$ cat src/nvc_pkg.sv
// nvc_pkg: constants, register map and command codes for the nvm controller block
// assumes: a 32-bit APB slave with 8-bit registers in the low bits of one word each
package nvc_pkg;

  // register indices; byte address is four times the index
  localparam logic [7:0]  IDX_CLK_DIV      = 8'h00;
  localparam logic [7:0]  IDX_CONFIG       = 8'h04;
  localparam logic [7:0]  IDX_PARAM_INDEX  = 8'h02;
  localparam logic [7:0]  IDX_CMD_STATUS   = 8'h06;
  localparam logic [7:0]  IDX_FAULT_STATUS = 8'h07;
  localparam logic [7:0]  IDX_PFLASH_PROT  = 8'h08;
  localparam logic [7:0]  IDX_EEPROM_PROT  = 8'h09;
  localparam logic [7:0]  IDX_PARAM_HI     = 8'h0A;
  localparam logic [7:0]  IDX_PARAM_LO     = 8'h0B;
  localparam logic [7:0]  IDX_ARRAY_EVENT  = 8'h10;
  localparam logic [7:0]  IDX_RES_SELECT   = 8'h11;

  localparam int          ADDR_W           = 12;

  // command status bits
  localparam int          CS_COMMAND_COMPLETE_FLAG          = 7;
  localparam int          CS_ACCESS_ERROR_FLAG        = 5;
  localparam int          CS_BUSY          = 3;
  localparam int          CS_ERR_HI        = 1;
  localparam int          CS_ERR_LO        = 0;
  // fault status bits
  localparam int          FS_DOUBLE        = 1;
  localparam int          FS_SINGLE        = 0;
  // config bits
  localparam int          CFG_IGNORE_SINGLE_FAULT        = 4;
  // pflash protection bits
  localparam int          PP_OPEN          = 7;
  localparam int          PP_HDIS          = 5;
  localparam int          PP_LDIS          = 2;
  // eeprom protection bits
  localparam int          EP_OPEN          = 7;
  // array event bits written by the read path model
  localparam int          AE_SINGLE        = 0;
  localparam int          AE_DOUBLE        = 1;
  localparam int          AE_COLLIDE       = 2;

  // command codes
  localparam logic [7:0]  CMD_ERASE_ALL    = 8'h08;
  localparam logic [7:0]  CMD_ERASE_BLOCK  = 8'h09;
  localparam logic [7:0]  CMD_UNSECURE     = 8'h0B;
  localparam logic [7:0]  CMD_USER_MARGIN  = 8'h0D;
  localparam logic [7:0]  CMD_FIELD_MARGIN = 8'h0E;
  localparam logic [7:0]  CMD_ERASE_VERIFY = 8'h10;
  localparam logic [7:0]  CMD_PROGRAM_EE   = 8'h11;
  localparam logic [7:0]  CMD_ERASE_SECTOR = 8'h12;

  // global address map
  localparam logic [17:0] PFLASH_LO        = 18'h2_0000;
  localparam logic [17:0] PFLASH_HI        = 18'h3_FFFF;
  localparam logic [17:0] RES_LO           = 18'h0_4000;
  localparam logic [17:0] RES_HI           = 18'h0_7FFF;
  localparam logic [17:0] EE_LO            = 18'h0_0400;
  localparam logic [17:0] EE_HI            = 18'h0_13FF;
  localparam logic [2:0]  VERIFY_IDX       = 3'h2;
  localparam logic [2:0]  PROG_IDX_MIN     = 3'h2;
  localparam logic [2:0]  PROG_IDX_MAX     = 3'h5;

  // timing: init period and operation lengths in ns, converted to cycles
  localparam int          CLK_NS           = 20;
  localparam int          INIT_NS          = 200;
  localparam int          OP_NS            = 1000;
  localparam logic [7:0]  INIT_CYC         = 8'(INIT_NS / CLK_NS);
  localparam logic [7:0]  OP_CYC           = 8'(OP_NS / CLK_NS);

  typedef enum logic [1:0] {
    ST_INIT = 2'b00,
    ST_IDLE = 2'b01,
    ST_RUN  = 2'b10
  } nvc_state_t;

endpackage : nvc_pkg

$ cat src/nvc_fault_flags.sv
// nvc_fault_flags: sticky single and double fault flags with write-one-to-clear
// assumes: event pulses come from the array read path on the same clock
`timescale 1ns/1ps
module nvc_fault_flags (
  input  wire logic       mclk,
  input  wire logic       reset,
  input  wire logic       singleEvt,
  input  wire logic       doubleEvt,
  input  wire logic       collideEvt,
  input  wire logic       ignoreSingle,
  input  wire logic [1:0] clearMask,
  output logic      [1:0] flags
);
  import nvc_pkg::*;

  logic [1:0] evtReg;
  logic [1:0] setNow;

  // an ecc fault is single or double; a collision sets both
  assign setNow[FS_SINGLE] = (singleEvt & ~doubleEvt & ~ignoreSingle) | collideEvt;
  assign setNow[FS_DOUBLE] = doubleEvt | collideEvt;

  // flags land two cycles after the read; set wins over clear
  always_ff @(posedge mclk) begin
    if (reset) begin
      evtReg <= 2'h0;
      flags  <= 2'h0;
    end else begin
      evtReg <= setNow;
      flags  <= (flags & ~clearMask) | evtReg;
    end
  end

  a_double_delay: assert property (@(posedge mclk) disable iff (reset)
    doubleEvt |-> ##2 flags[FS_DOUBLE]) else $error("double flag not set two cycles on");
  a_single_excl: assert property (@(posedge mclk) disable iff (reset)
    (singleEvt && doubleEvt && !collideEvt) |-> ##1 !evtReg[FS_SINGLE])
    else $error("single and double raised for one ecc event");
  a_ignore_single: assert property (@(posedge mclk) disable iff (reset)
    (singleEvt && ignoreSingle && !collideEvt) |-> ##1 !evtReg[FS_SINGLE])
    else $error("single flag raised while ignored");
  a_collide_both: assert property (@(posedge mclk) disable iff (reset)
    collideEvt |-> ##2 (flags == 2'h3)) else $error("collision did not set both flags");
  a_zero_keeps: assert property (@(posedge mclk) disable iff (reset)
    (clearMask == 2'h0) |=> ((flags & $past(flags)) == $past(flags)))
    else $error("flag lost without a clear");
  c_collide: cover property (@(posedge mclk) disable iff (reset) collideEvt ##2 flags == 2'h3);
endmodule : nvc_fault_flags

$ cat src/nvc_cmd_check.sv
// nvc_cmd_check: launch-time checks of a loaded command against protection and mode
// assumes: all inputs except the specialMode pin are register contents sampled in the launch cycle
`timescale 1ns/1ps
module nvc_cmd_check (
  input  wire logic [7:0]  cmdCode,
  input  wire logic [2:0]  paramIndex,
  input  wire logic [17:0] startAddr,
  input  wire logic [15:0] wordCount,
  input  wire logic [7:0]  pflashProt,
  input  wire logic [7:0]  eepromProt,
  input  wire logic        specialMode,
  output logic             accessErr,
  output logic             protViolation
);
  import nvc_pkg::*;

  logic [18:0] endAddr;
  logic        addrBad;
  logic        allOpen;
  logic        knownCmd;

  assign endAddr  = {1'b0, startAddr} + {2'b00, wordCount, 1'b0};
  assign addrBad  = (startAddr < EE_LO) || (startAddr > EE_HI) || startAddr[0];
  // every protection opened before a full erase
  assign allOpen  = pflashProt[PP_LDIS] & pflashProt[PP_HDIS] & pflashProt[PP_OPEN]
                  & eepromProt[EP_OPEN];
  assign knownCmd = (cmdCode == CMD_ERASE_ALL) || (cmdCode == CMD_ERASE_BLOCK)
                  || (cmdCode == CMD_UNSECURE) || (cmdCode == CMD_USER_MARGIN)
                  || (cmdCode == CMD_FIELD_MARGIN) || (cmdCode == CMD_ERASE_VERIFY)
                  || (cmdCode == CMD_PROGRAM_EE) || (cmdCode == CMD_ERASE_SECTOR);

  // access and protection errors per command
  always_comb begin
    accessErr     = !knownCmd;
    protViolation = 1'b0;
    case (cmdCode)
      CMD_ERASE_ALL:    protViolation = !allOpen;
      CMD_ERASE_BLOCK:  protViolation = !eepromProt[EP_OPEN];
      CMD_FIELD_MARGIN: accessErr = !specialMode;
      CMD_ERASE_VERIFY: accessErr = (paramIndex != VERIFY_IDX) || addrBad
                                  || (endAddr > {1'b0, EE_HI} + 19'h1);
      CMD_PROGRAM_EE:   accessErr = (paramIndex < PROG_IDX_MIN)
                                  || (paramIndex > PROG_IDX_MAX) || addrBad;
      CMD_ERASE_SECTOR: accessErr = addrBad;
      default:          ;
    endcase
  end
endmodule : nvc_cmd_check

$ cat src/nvc_controller.sv
// nvc_controller: APB register file and command sequencer of the nvm controller
// assumes: array read path reports ecc events through a register write of its own
//
// Decided for this implementation: the APB slave port.
`timescale 1ns/1ps
// Behaviour
// reads of unimplemented locations return undefined data; here zero
// writes to unimplemented or reserved locations change nothing
// while a command runs every register write is dropped; here array event writes still land
// writes take effect when idle and during init after reset
// pflash spans 128K bytes at 0x2_0000 to 0x3_FFFF with config field
// window 0x0_4000 to 0x0_7FFF maps resource area only when select is 1
// busy status bit 3 reads 1 while a command runs, else 0
// command error status bits set on command or reset-sequence errors
// fault status at 0x0007 readable, flags only cleared by writes
// double flag sets on uncorrectable fault or collision read
// writing 1 clears a fault flag, 0 leaves it
// single flag sets on corrected fault unless ignored, or on collision
// one ecc fault sets single or double, never both
// a collision sets both fault flags together
// fault flags land one cycle after the array read; here they land two cycles after
// erase all needs every protection disable and open bit set
// block erase of eeprom needs eeprom protect-open set
// unsecure erases all blocks then verifies them erased
// user margin set anytime; field margin only in special modes
// erase verify checks count of words from address are erased
// program writes one to four words into eeprom
// sector erase clears every byte of one eeprom sector
// clearing the complete flag launches; flag sets again at finish
// erase verify launch flags access error on bad index or address
module nvc_controller (
  input  wire logic        mclk,
  input  wire logic        reset,
  input  wire logic        psel,
  input  wire logic        penable,
  input  wire logic        pwrite,
  input  wire logic [11:0] paddr,
  input  wire logic [31:0] pwdata,
  output logic      [31:0] prdata,
  output logic             pready,
  output logic             pslverr,
  input  wire logic        specialMode,
  input  wire logic [17:0] globalAddr,
  output logic             pflashHit,
  output logic             eepromHit,
  output logic             resourceHit,
  output logic             arrayBusy
);
  import nvc_pkg::*;

  nvc_state_t state;
  nvc_state_t next_state;
  logic [7:0]  initCnt;
  logic [7:0]  opCnt;
  logic [7:0]  clkDiv;
  logic [7:0]  cfgReg;
  logic [2:0]  paramIndex;
  logic [7:0]  pflashProt;
  logic [7:0]  eepromProt;
  logic [7:0]  cmdCode;
  logic [17:0] startAddr;
  logic [15:0] wordCount;
  logic        resSelect;
  logic        access_error_flag;
  logic        protErr;
  logic [1:0]  errStatus;
  logic [1:0]  marginLevel;
  logic [1:0]  faultFlags;
  logic        chkAcc;
  logic        chkProt;
  logic        cmdDone;

  // register index from a byte address
  function automatic logic [7:0] reg_index(input logic [11:0] a);
    return a[9:2];
  endfunction : reg_index

  wire         wrAccess  = psel & penable & pwrite;
  wire         rdAccess  = psel & penable & ~pwrite;
  wire  [7:0]  regIdx    = reg_index(paddr);
  wire         wordAlign = (paddr[1:0] == 2'b00) && (paddr[11:10] == 2'b00);
  wire         running   = (state == ST_RUN);
  wire         inInit    = (state == ST_INIT);
  wire         writeOk   = wrAccess & wordAlign & ~running;
  wire  [7:0]  wdat      = pwdata[7:0];
  wire  [1:0]  faultClr  = (writeOk && regIdx == IDX_FAULT_STATUS) ? wdat[1:0] : 2'h0;
  wire         launch    = writeOk && (regIdx == IDX_CMD_STATUS) && wdat[CS_COMMAND_COMPLETE_FLAG];
  wire         evtWrite  = wrAccess && wordAlign && (regIdx == IDX_ARRAY_EVENT);
  wire  [7:0]  cmdStatus = {~running, 1'b0, access_error_flag, protErr, running, 1'b0, errStatus};

  // apb answers in the access cycle; bad alignment is an error
  assign pready  = 1'b1;
  assign pslverr = psel & penable & ~wordAlign;

  // global address decode
  assign pflashHit   = (globalAddr >= PFLASH_LO) && (globalAddr <= PFLASH_HI);
  assign eepromHit   = (globalAddr >= EE_LO) && (globalAddr <= EE_HI);
  assign resourceHit = resSelect && (globalAddr >= RES_LO) && (globalAddr <= RES_HI);
  assign arrayBusy   = running;

  nvc_fault_flags u_fault (
    .mclk         (mclk),
    .reset        (reset),
    .singleEvt    (evtWrite & wdat[AE_SINGLE]),
    .doubleEvt    (evtWrite & wdat[AE_DOUBLE]),
    .collideEvt   (evtWrite & wdat[AE_COLLIDE]),
    .ignoreSingle (cfgReg[CFG_IGNORE_SINGLE_FAULT]),
    .clearMask    (faultClr),
    .flags        (faultFlags)
  );

  nvc_cmd_check u_check (
    .cmdCode       (cmdCode),
    .paramIndex    (paramIndex),
    .startAddr     (startAddr),
    .wordCount     (wordCount),
    .pflashProt    (pflashProt),
    .eepromProt    (eepromProt),
    .specialMode   (specialMode),
    .accessErr     (chkAcc),
    .protViolation (chkProt)
  );

  // state sequencing: init, idle, run
  always_comb begin
    next_state = state;
    case (state)
      ST_INIT: if (initCnt == 8'h00) next_state = ST_IDLE;
      ST_IDLE: if (launch && !chkAcc && !chkProt && !access_error_flag && !protErr) next_state = ST_RUN;
      ST_RUN:  if (cmdDone) next_state = ST_IDLE;
      default: next_state = ST_INIT;
    endcase
  end

  assign cmdDone = (opCnt == 8'h00);

  // state and timers
  always_ff @(posedge mclk) begin
    if (reset) begin
      state   <= ST_INIT;
      initCnt <= INIT_CYC;
      opCnt   <= 8'h00;
    end else begin
      state   <= next_state;
      initCnt <= (initCnt != 8'h00) ? initCnt - 8'h01 : initCnt;
      if (state == ST_IDLE && next_state == ST_RUN)
        opCnt <= OP_CYC;
      else if (running && opCnt != 8'h00)
        opCnt <= opCnt - 8'h01;
    end
  end

  // writable registers; unmapped and busy writes dropped
  always_ff @(posedge mclk) begin
    if (reset) begin
      clkDiv     <= 8'h00;
      cfgReg     <= 8'h00;
      paramIndex <= 3'h0;
      pflashProt <= 8'h00;
      eepromProt <= 8'h00;
      cmdCode    <= 8'h00;
      startAddr  <= 18'h0_0000;
      wordCount  <= 16'h0000;
      resSelect  <= 1'b0;
    end else if (writeOk) begin
      case (regIdx)
        IDX_CLK_DIV:     clkDiv     <= wdat;
        IDX_CONFIG:      cfgReg     <= wdat;
        IDX_PARAM_INDEX: paramIndex <= wdat[2:0];
        IDX_PFLASH_PROT: pflashProt <= wdat;
        IDX_EEPROM_PROT: eepromProt <= wdat;
        IDX_RES_SELECT:  resSelect  <= wdat[0];
        IDX_PARAM_HI: begin
          if (paramIndex == 3'h0) begin
            cmdCode         <= wdat;
          end
        end
        IDX_PARAM_LO: begin
          case (paramIndex)
            3'h0:    startAddr[17:16] <= wdat[1:0];
            3'h1:    startAddr[7:0]   <= wdat;
            3'h2:    wordCount[7:0]   <= wdat;
            default: ;
          endcase
        end
        default: ;
      endcase
    end
  end

  // command error flags; launch result and completion status
  always_ff @(posedge mclk) begin
    if (reset) begin
      access_error_flag      <= 1'b0;
      protErr     <= 1'b0;
      errStatus   <= 2'h0;
      marginLevel <= 2'h0;
    end else begin
      if (launch && state == ST_IDLE) begin
        access_error_flag  <= chkAcc;
        protErr <= chkProt;
        if (!chkAcc && !chkProt) errStatus <= 2'h0;
        if (!chkAcc && cmdCode == CMD_USER_MARGIN) marginLevel <= startAddr[1:0];
        if (!chkAcc && cmdCode == CMD_FIELD_MARGIN) marginLevel <= startAddr[1:0];
      end else if (writeOk && regIdx == IDX_CMD_STATUS) begin
        if (wdat[CS_ACCESS_ERROR_FLAG]) access_error_flag <= 1'b0;
        if (wdat[CS_ACCESS_ERROR_FLAG - 1]) protErr <= 1'b0;
      end
      if (inInit && faultFlags[FS_DOUBLE])
        errStatus <= 2'h3;
      else if (running && (faultFlags != 2'h0))
        errStatus <= {1'b1, faultFlags[FS_DOUBLE]};
    end
  end

  // read mux; undefined locations read zero
  always_ff @(posedge mclk) begin
    if (reset) begin
      prdata <= 32'h0000_0000;
    end else if (psel && !penable && !pwrite) begin
      case (reg_index(paddr))
        IDX_CLK_DIV:      prdata <= {24'h00_0000, clkDiv};
        IDX_CONFIG:       prdata <= {24'h00_0000, cfgReg};
        IDX_PARAM_INDEX:  prdata <= {29'h0000_0000, paramIndex};
        IDX_CMD_STATUS:   prdata <= {24'h00_0000, cmdStatus};
        IDX_FAULT_STATUS: prdata <= {30'h0000_0000, faultFlags};
        IDX_PFLASH_PROT:  prdata <= {24'h00_0000, pflashProt};
        IDX_EEPROM_PROT:  prdata <= {24'h00_0000, eepromProt};
        IDX_PARAM_HI:     prdata <= {24'h00_0000, cmdCode};
        IDX_RES_SELECT:   prdata <= {31'h0000_0000, resSelect};
        default:          prdata <= 32'h0000_0000;
      endcase
    end
  end

  a_busy_blocks: assert property (@(posedge mclk) disable iff (reset)
    (running && wrAccess && regIdx == IDX_CONFIG) |=> $stable(cfgReg))
    else $error("config changed while busy");
  a_busy_bit: assert property (@(posedge mclk) disable iff (reset)
    cmdStatus[CS_BUSY] == !cmdStatus[CS_COMMAND_COMPLETE_FLAG]) else $error("busy not inverse of complete");
  a_idle_write: assert property (@(posedge mclk) disable iff (reset)
    (state == ST_IDLE && wrAccess && wordAlign && regIdx == IDX_CONFIG) |=> cfgReg == $past(wdat))
    else $error("idle write did not land");
  a_res_window: assert property (@(posedge mclk) disable iff (reset)
    !resSelect |-> !resourceHit) else $error("resource area mapped while deselected");
  a_erase_prot: assert property (@(posedge mclk) disable iff (reset)
    (launch && state == ST_IDLE && cmdCode == CMD_ERASE_ALL && !pflashProt[PP_OPEN]) |=> !running)
    else $error("erase all ran with protection closed");
  a_run_length: assert property (@(posedge mclk) disable iff (reset)
    (state == ST_IDLE && next_state == ST_RUN) |=> running [*8]) else $error("command ended early");
  c_launch: cover property (@(posedge mclk) disable iff (reset) launch ##1 running);
  c_finish: cover property (@(posedge mclk) disable iff (reset) running ##1 !running);
  c_acc: cover property (@(posedge mclk) disable iff (reset) $rose(access_error_flag));
endmodule : nvc_controller

$ cat config.mk
export PLATFORM = sky130hd
export DESIGN_NAME = nvc_controller
export DESIGN_NICKNAME = d
export VERILOG_FILES = /design/src/nvc_pkg.sv /design/src/nvc_fault_flags.sv /design/src/nvc_cmd_check.sv /design/src/nvc_controller.sv
export SDC_FILE = /design/constraint.sdc
export NUM_CORES = 1
export LEC_CHECK = 0
export BUFFER_PORTS_ARGS = -buffer_cell sky130_fd_sc_hd__buf_4
export CORE_MARGIN = 2
export CORE_UTILIZATION = 48
export DETAILED_ROUTE_END_ITERATION = 8
export PLACE_DENSITY_LB_ADDON = 0.2
export SLEW_MARGIN = 30
export SYNTH_ARGS = -nofsm -noshare
export SYNTH_HDL_FRONTEND = slang
export SYNTH_SLANG_ARGS = --single-unit
$ cat constraint.sdc
create_clock -name mclk -period 2.3 [get_ports mclk]
set_input_delay 0.23 -clock mclk [delete_from_list [all_inputs] [get_ports mclk]]
set_output_delay 0.23 -clock mclk [all_outputs]
set_load 0.05 [all_outputs]
==> impl_results.md <==
* Die height at 96.0 um
* Core area at 8220 um2
* Cell area after layout at approximately 4700 um2
* Fillers at 754
* Final Total Pwr at 3.02 mW
* Share of layout cells above drive strength 1 at 0.198
* Worst Setup Slack, final at around 0.23 ns
* Critical path peak fanout at 9
* Syn_area_per_cell at just under 9 um2
* Vias at ~3500
* Unique masters post-synth at between 50 and 60
* Fin crit share at 0.900
* Initial DRC Count at 247
* Crit path from: state[0]$_SDFF_PP0_
* # diodes at 0
* Cts hold-fix bufs at 0
* Sequential cell area at between 1500 and 2000 um2
* Wire per inst at 16.3 um
* Buf+Inv Stages, Crit Path at 0
* Reg2reg path depth at 5
* Die width at roughly 96 um
* RSZ-0062 raised after global routing: no
* Dpl ws at -0.0261 ns
* CP Launch Type: register
* Total track usage at 0.226
* R2r setup slk at 0.23 ns
* HP Start: pwdata[3]
* Yosys top cell area share at 0.384
* Worst path max stage delay at 0.50 ns
* Synth area leader: dfxtp_1
* Initial DRT Pass Iterations at 5
* Post-CTS sizing at 0
* TritonCTS clock tree: done
* Slew @ Worst Pin at 0.718 ns
* Mapped Cells at 467
* DP HPWL at 7.53 mm
* Reg2reg end: paramIndex[0]$_SDFFE_PP0P_
* Final setup fails at 0
* Final WL at 10.2 mm
* P per Cell Area at around 640 nW/um2
* Worst r2r src: state[0]$_SDFF_PP0_
* Slew margin rel. at 0.521
* Fmax at 0.483 GHz
* CTS clk-pin slew, worst paths at 0.08 ns
* Die area at 9220 um2
* Slew Limit Fails at 0
* Hold path depth at 3
* Worst-Skew Late Latency at 0.36 ns
* Leak Pwr at 1.81 nW
* Worst Path Required at 2.51 ns
* Overflow after GRT at 0
* Vias in the first global route at between 3000 and 4000
* Most used DFF post-synth: dfxtp_1
* Synth Register Bits at 78
* WS Path Type: register to register
* Synth warn at 0
* Most used cells in the layout excluding fill and tap cells: 78 x dfxtp_1, 75 x nor2_1, 67 x buf_4, 53 x mux2i_1, 25 x conb_1
* RD Place Congestion at 0.842
* Commonest non-fill, non-tap cell in the layout: dfxtp_1
* Final antenna-violating net count at 0
* Asr flop ratio synth at 0
* First-pass GRT wire length at 15.8 mm
* Register area share after synthesis at 0.384
* VDD IR-drop max at 0.000321 V
* Hold crit path type: primary input to register
* Area growth syn-to-layout at 16.5%
* Clock root cell: clkbuf_8
* Htree depth at 3
* Placed Area at approximately 4500 um2
* Crit path cell chain: nand2b_1, nand3_1, nor4_2, mux2i_1, nor2_1
* DRC viols at 0
* Top post-synthesis cells by area: dfxtp_1 38%, mux2i_1 13%, nor2_1 6.9%
* Worst-case clock buffer depth at 2
* Total I/O pin count at 106
* Hold Slack at 0.164 ns
* Status: completed
* Port bufs at 46
* Footprint of the multi-input gates at 2240 um2
* Final Hold Fails at 0
* Fin nets at 587
* CTS Buf Count at 9
* Site Rows at 33
* Slowest cell on the critical path: nor4_2
* Hold-critical path endpoint: cfgReg[3]$_SDFFE_PP0P_
* Worst EP arrival at 2.28 ns
* CP delay by family, top: simple AND/OR/NAND/NOR gates
* Initial antenna violation count at 0
* Worst setup EP type: register
* Via density at 5.53
* Cell area after synthesis at 4070 um2
* # Post-CTS Setup Buffers at 0
* Initial Utilization at 0.495
* Post-synth EDFFs at 0
* Clk_skew at 0.0151 ns
* Sinks on Clock Net at 78
* Pin count of the biggest net entering global routing at 72
* Total of max-cap violations at 0
* Post-route minimum period at 2.07 ns
==> cells by family after synthesis <==
| family | count (synthesis) | synth area share |
|---|---|---|
| buf+inv | 63 | 0.0865 |
| other cells | 2 | 0.00185 |
| xor+xnor | 11 | 0.0237 |
| mux | 62 | 0.155 |
| fa+ha+maj | 4 | 0.0123 |
| simple gates | 180 | 0.227 |
| compound gates | 67 | 0.110 |
| flops | 78 | 0.384 |
==> layer usage <==
metal  wire length [um]  global-route usage  share of wire  vias up
li1                   -                   -              -     1703
met1               4630               0.309           0.45     1631
met2               4740               0.345           0.46      102
met3                632              0.0439          0.062       19
met4                202              0.0964          0.020        0
met5                  0                   0              0        -
==> where the power goes <==
part | total, mW | internal [mW] | switching [mW]
Clock | 1.26 | 0.753 | 0.508
Combinational | 0.359 | 0.117 | 0.242
Sequential | 1.40 | 1.37 | 0.0230
Total | 3.02 | 2.24 | 0.773
==> final cells by class <==
cell class,instances,area share
Clock buffer,11,0.0298
Clock inverter,5,0.0225
Inverter,9,0.00713
Multi-Input combinational cell,349,0.473
Sequential cell,78,0.330
Tap cell,105,0.0277
Timing Repair Buffer,68,0.110
==> state kept, by name (all words and copies together), names as in the netlist <==
signal / cells
cfgReg: 8
clkDiv: 8
cmdCode: 8
eepromProt: 8
initCnt: 8
opCnt: 8
pflashProt: 8
prdata: 8
paramIndex: 3
errStatus: 2
state: 2
u_fault.evtReg: 2
u_fault.flags: 2
access_error_flag: 1
protErr: 1
resSelect: 1
==> through the flow <==
stage          TNS [ns]  utilization  std cells
2_1_floorplan         0            -        490
3_3_place_gp          0        0.546        609
3_5_place_dp     -0.129        0.546        609
4_1_cts               0        0.577        625
5_1_grt               0        0.577        625
6_report              0        0.577        625
==> tightest hold or removal path, stage by stage <==
cell     delay [ns]
buf_4          0.12
mux2i_1        0.07
nor2_1         0.07
==> synth_stat cells, drive strengths merged, types with 2 or more instances <==
master	n
a31oi	5
a21oi	16
or3	8
ha	4
nand4	4
a22oi	6
nor2	76
nor3	21
or4	7
xor2	4
or2	2
conb	2
buf	36
nand3b	4
nor2b	3
nand3	8
a311oi	2
mux2i	53
dfxtp	78
a2bb2oi	3
clkbuf	18
xnor2	7
nand2	21
a211oi	3
o31ai	3
nor4b	3
o21ai	14
a221oi	4
o21a	2
mux2	9
nor4	9
inv	9
and3	4
nand2b	3
a32o	2
or3b	2
==> how the worst max path moves through the flow <==
stage	end	slack, ns	cells after the start
2_1_floorplan	eepromHit	0.002	2
3_3_place_gp	cmdCode[1]$_SDFFE_PP0P_	0.005	6
3_5_place_dp	cmdCode[0]$_SDFFE_PP0P_	-0.03	6
4_1_cts	paramIndex[0]$_SDFFE_PP0P_	0.29	5
5_1_grt	paramIndex[0]$_SDFFE_PP0P_	0.10	5
6_report	paramIndex[0]$_SDFFE_PP0P_	0.23	5
Note: power is estimated with default switching activity, not from simulation.
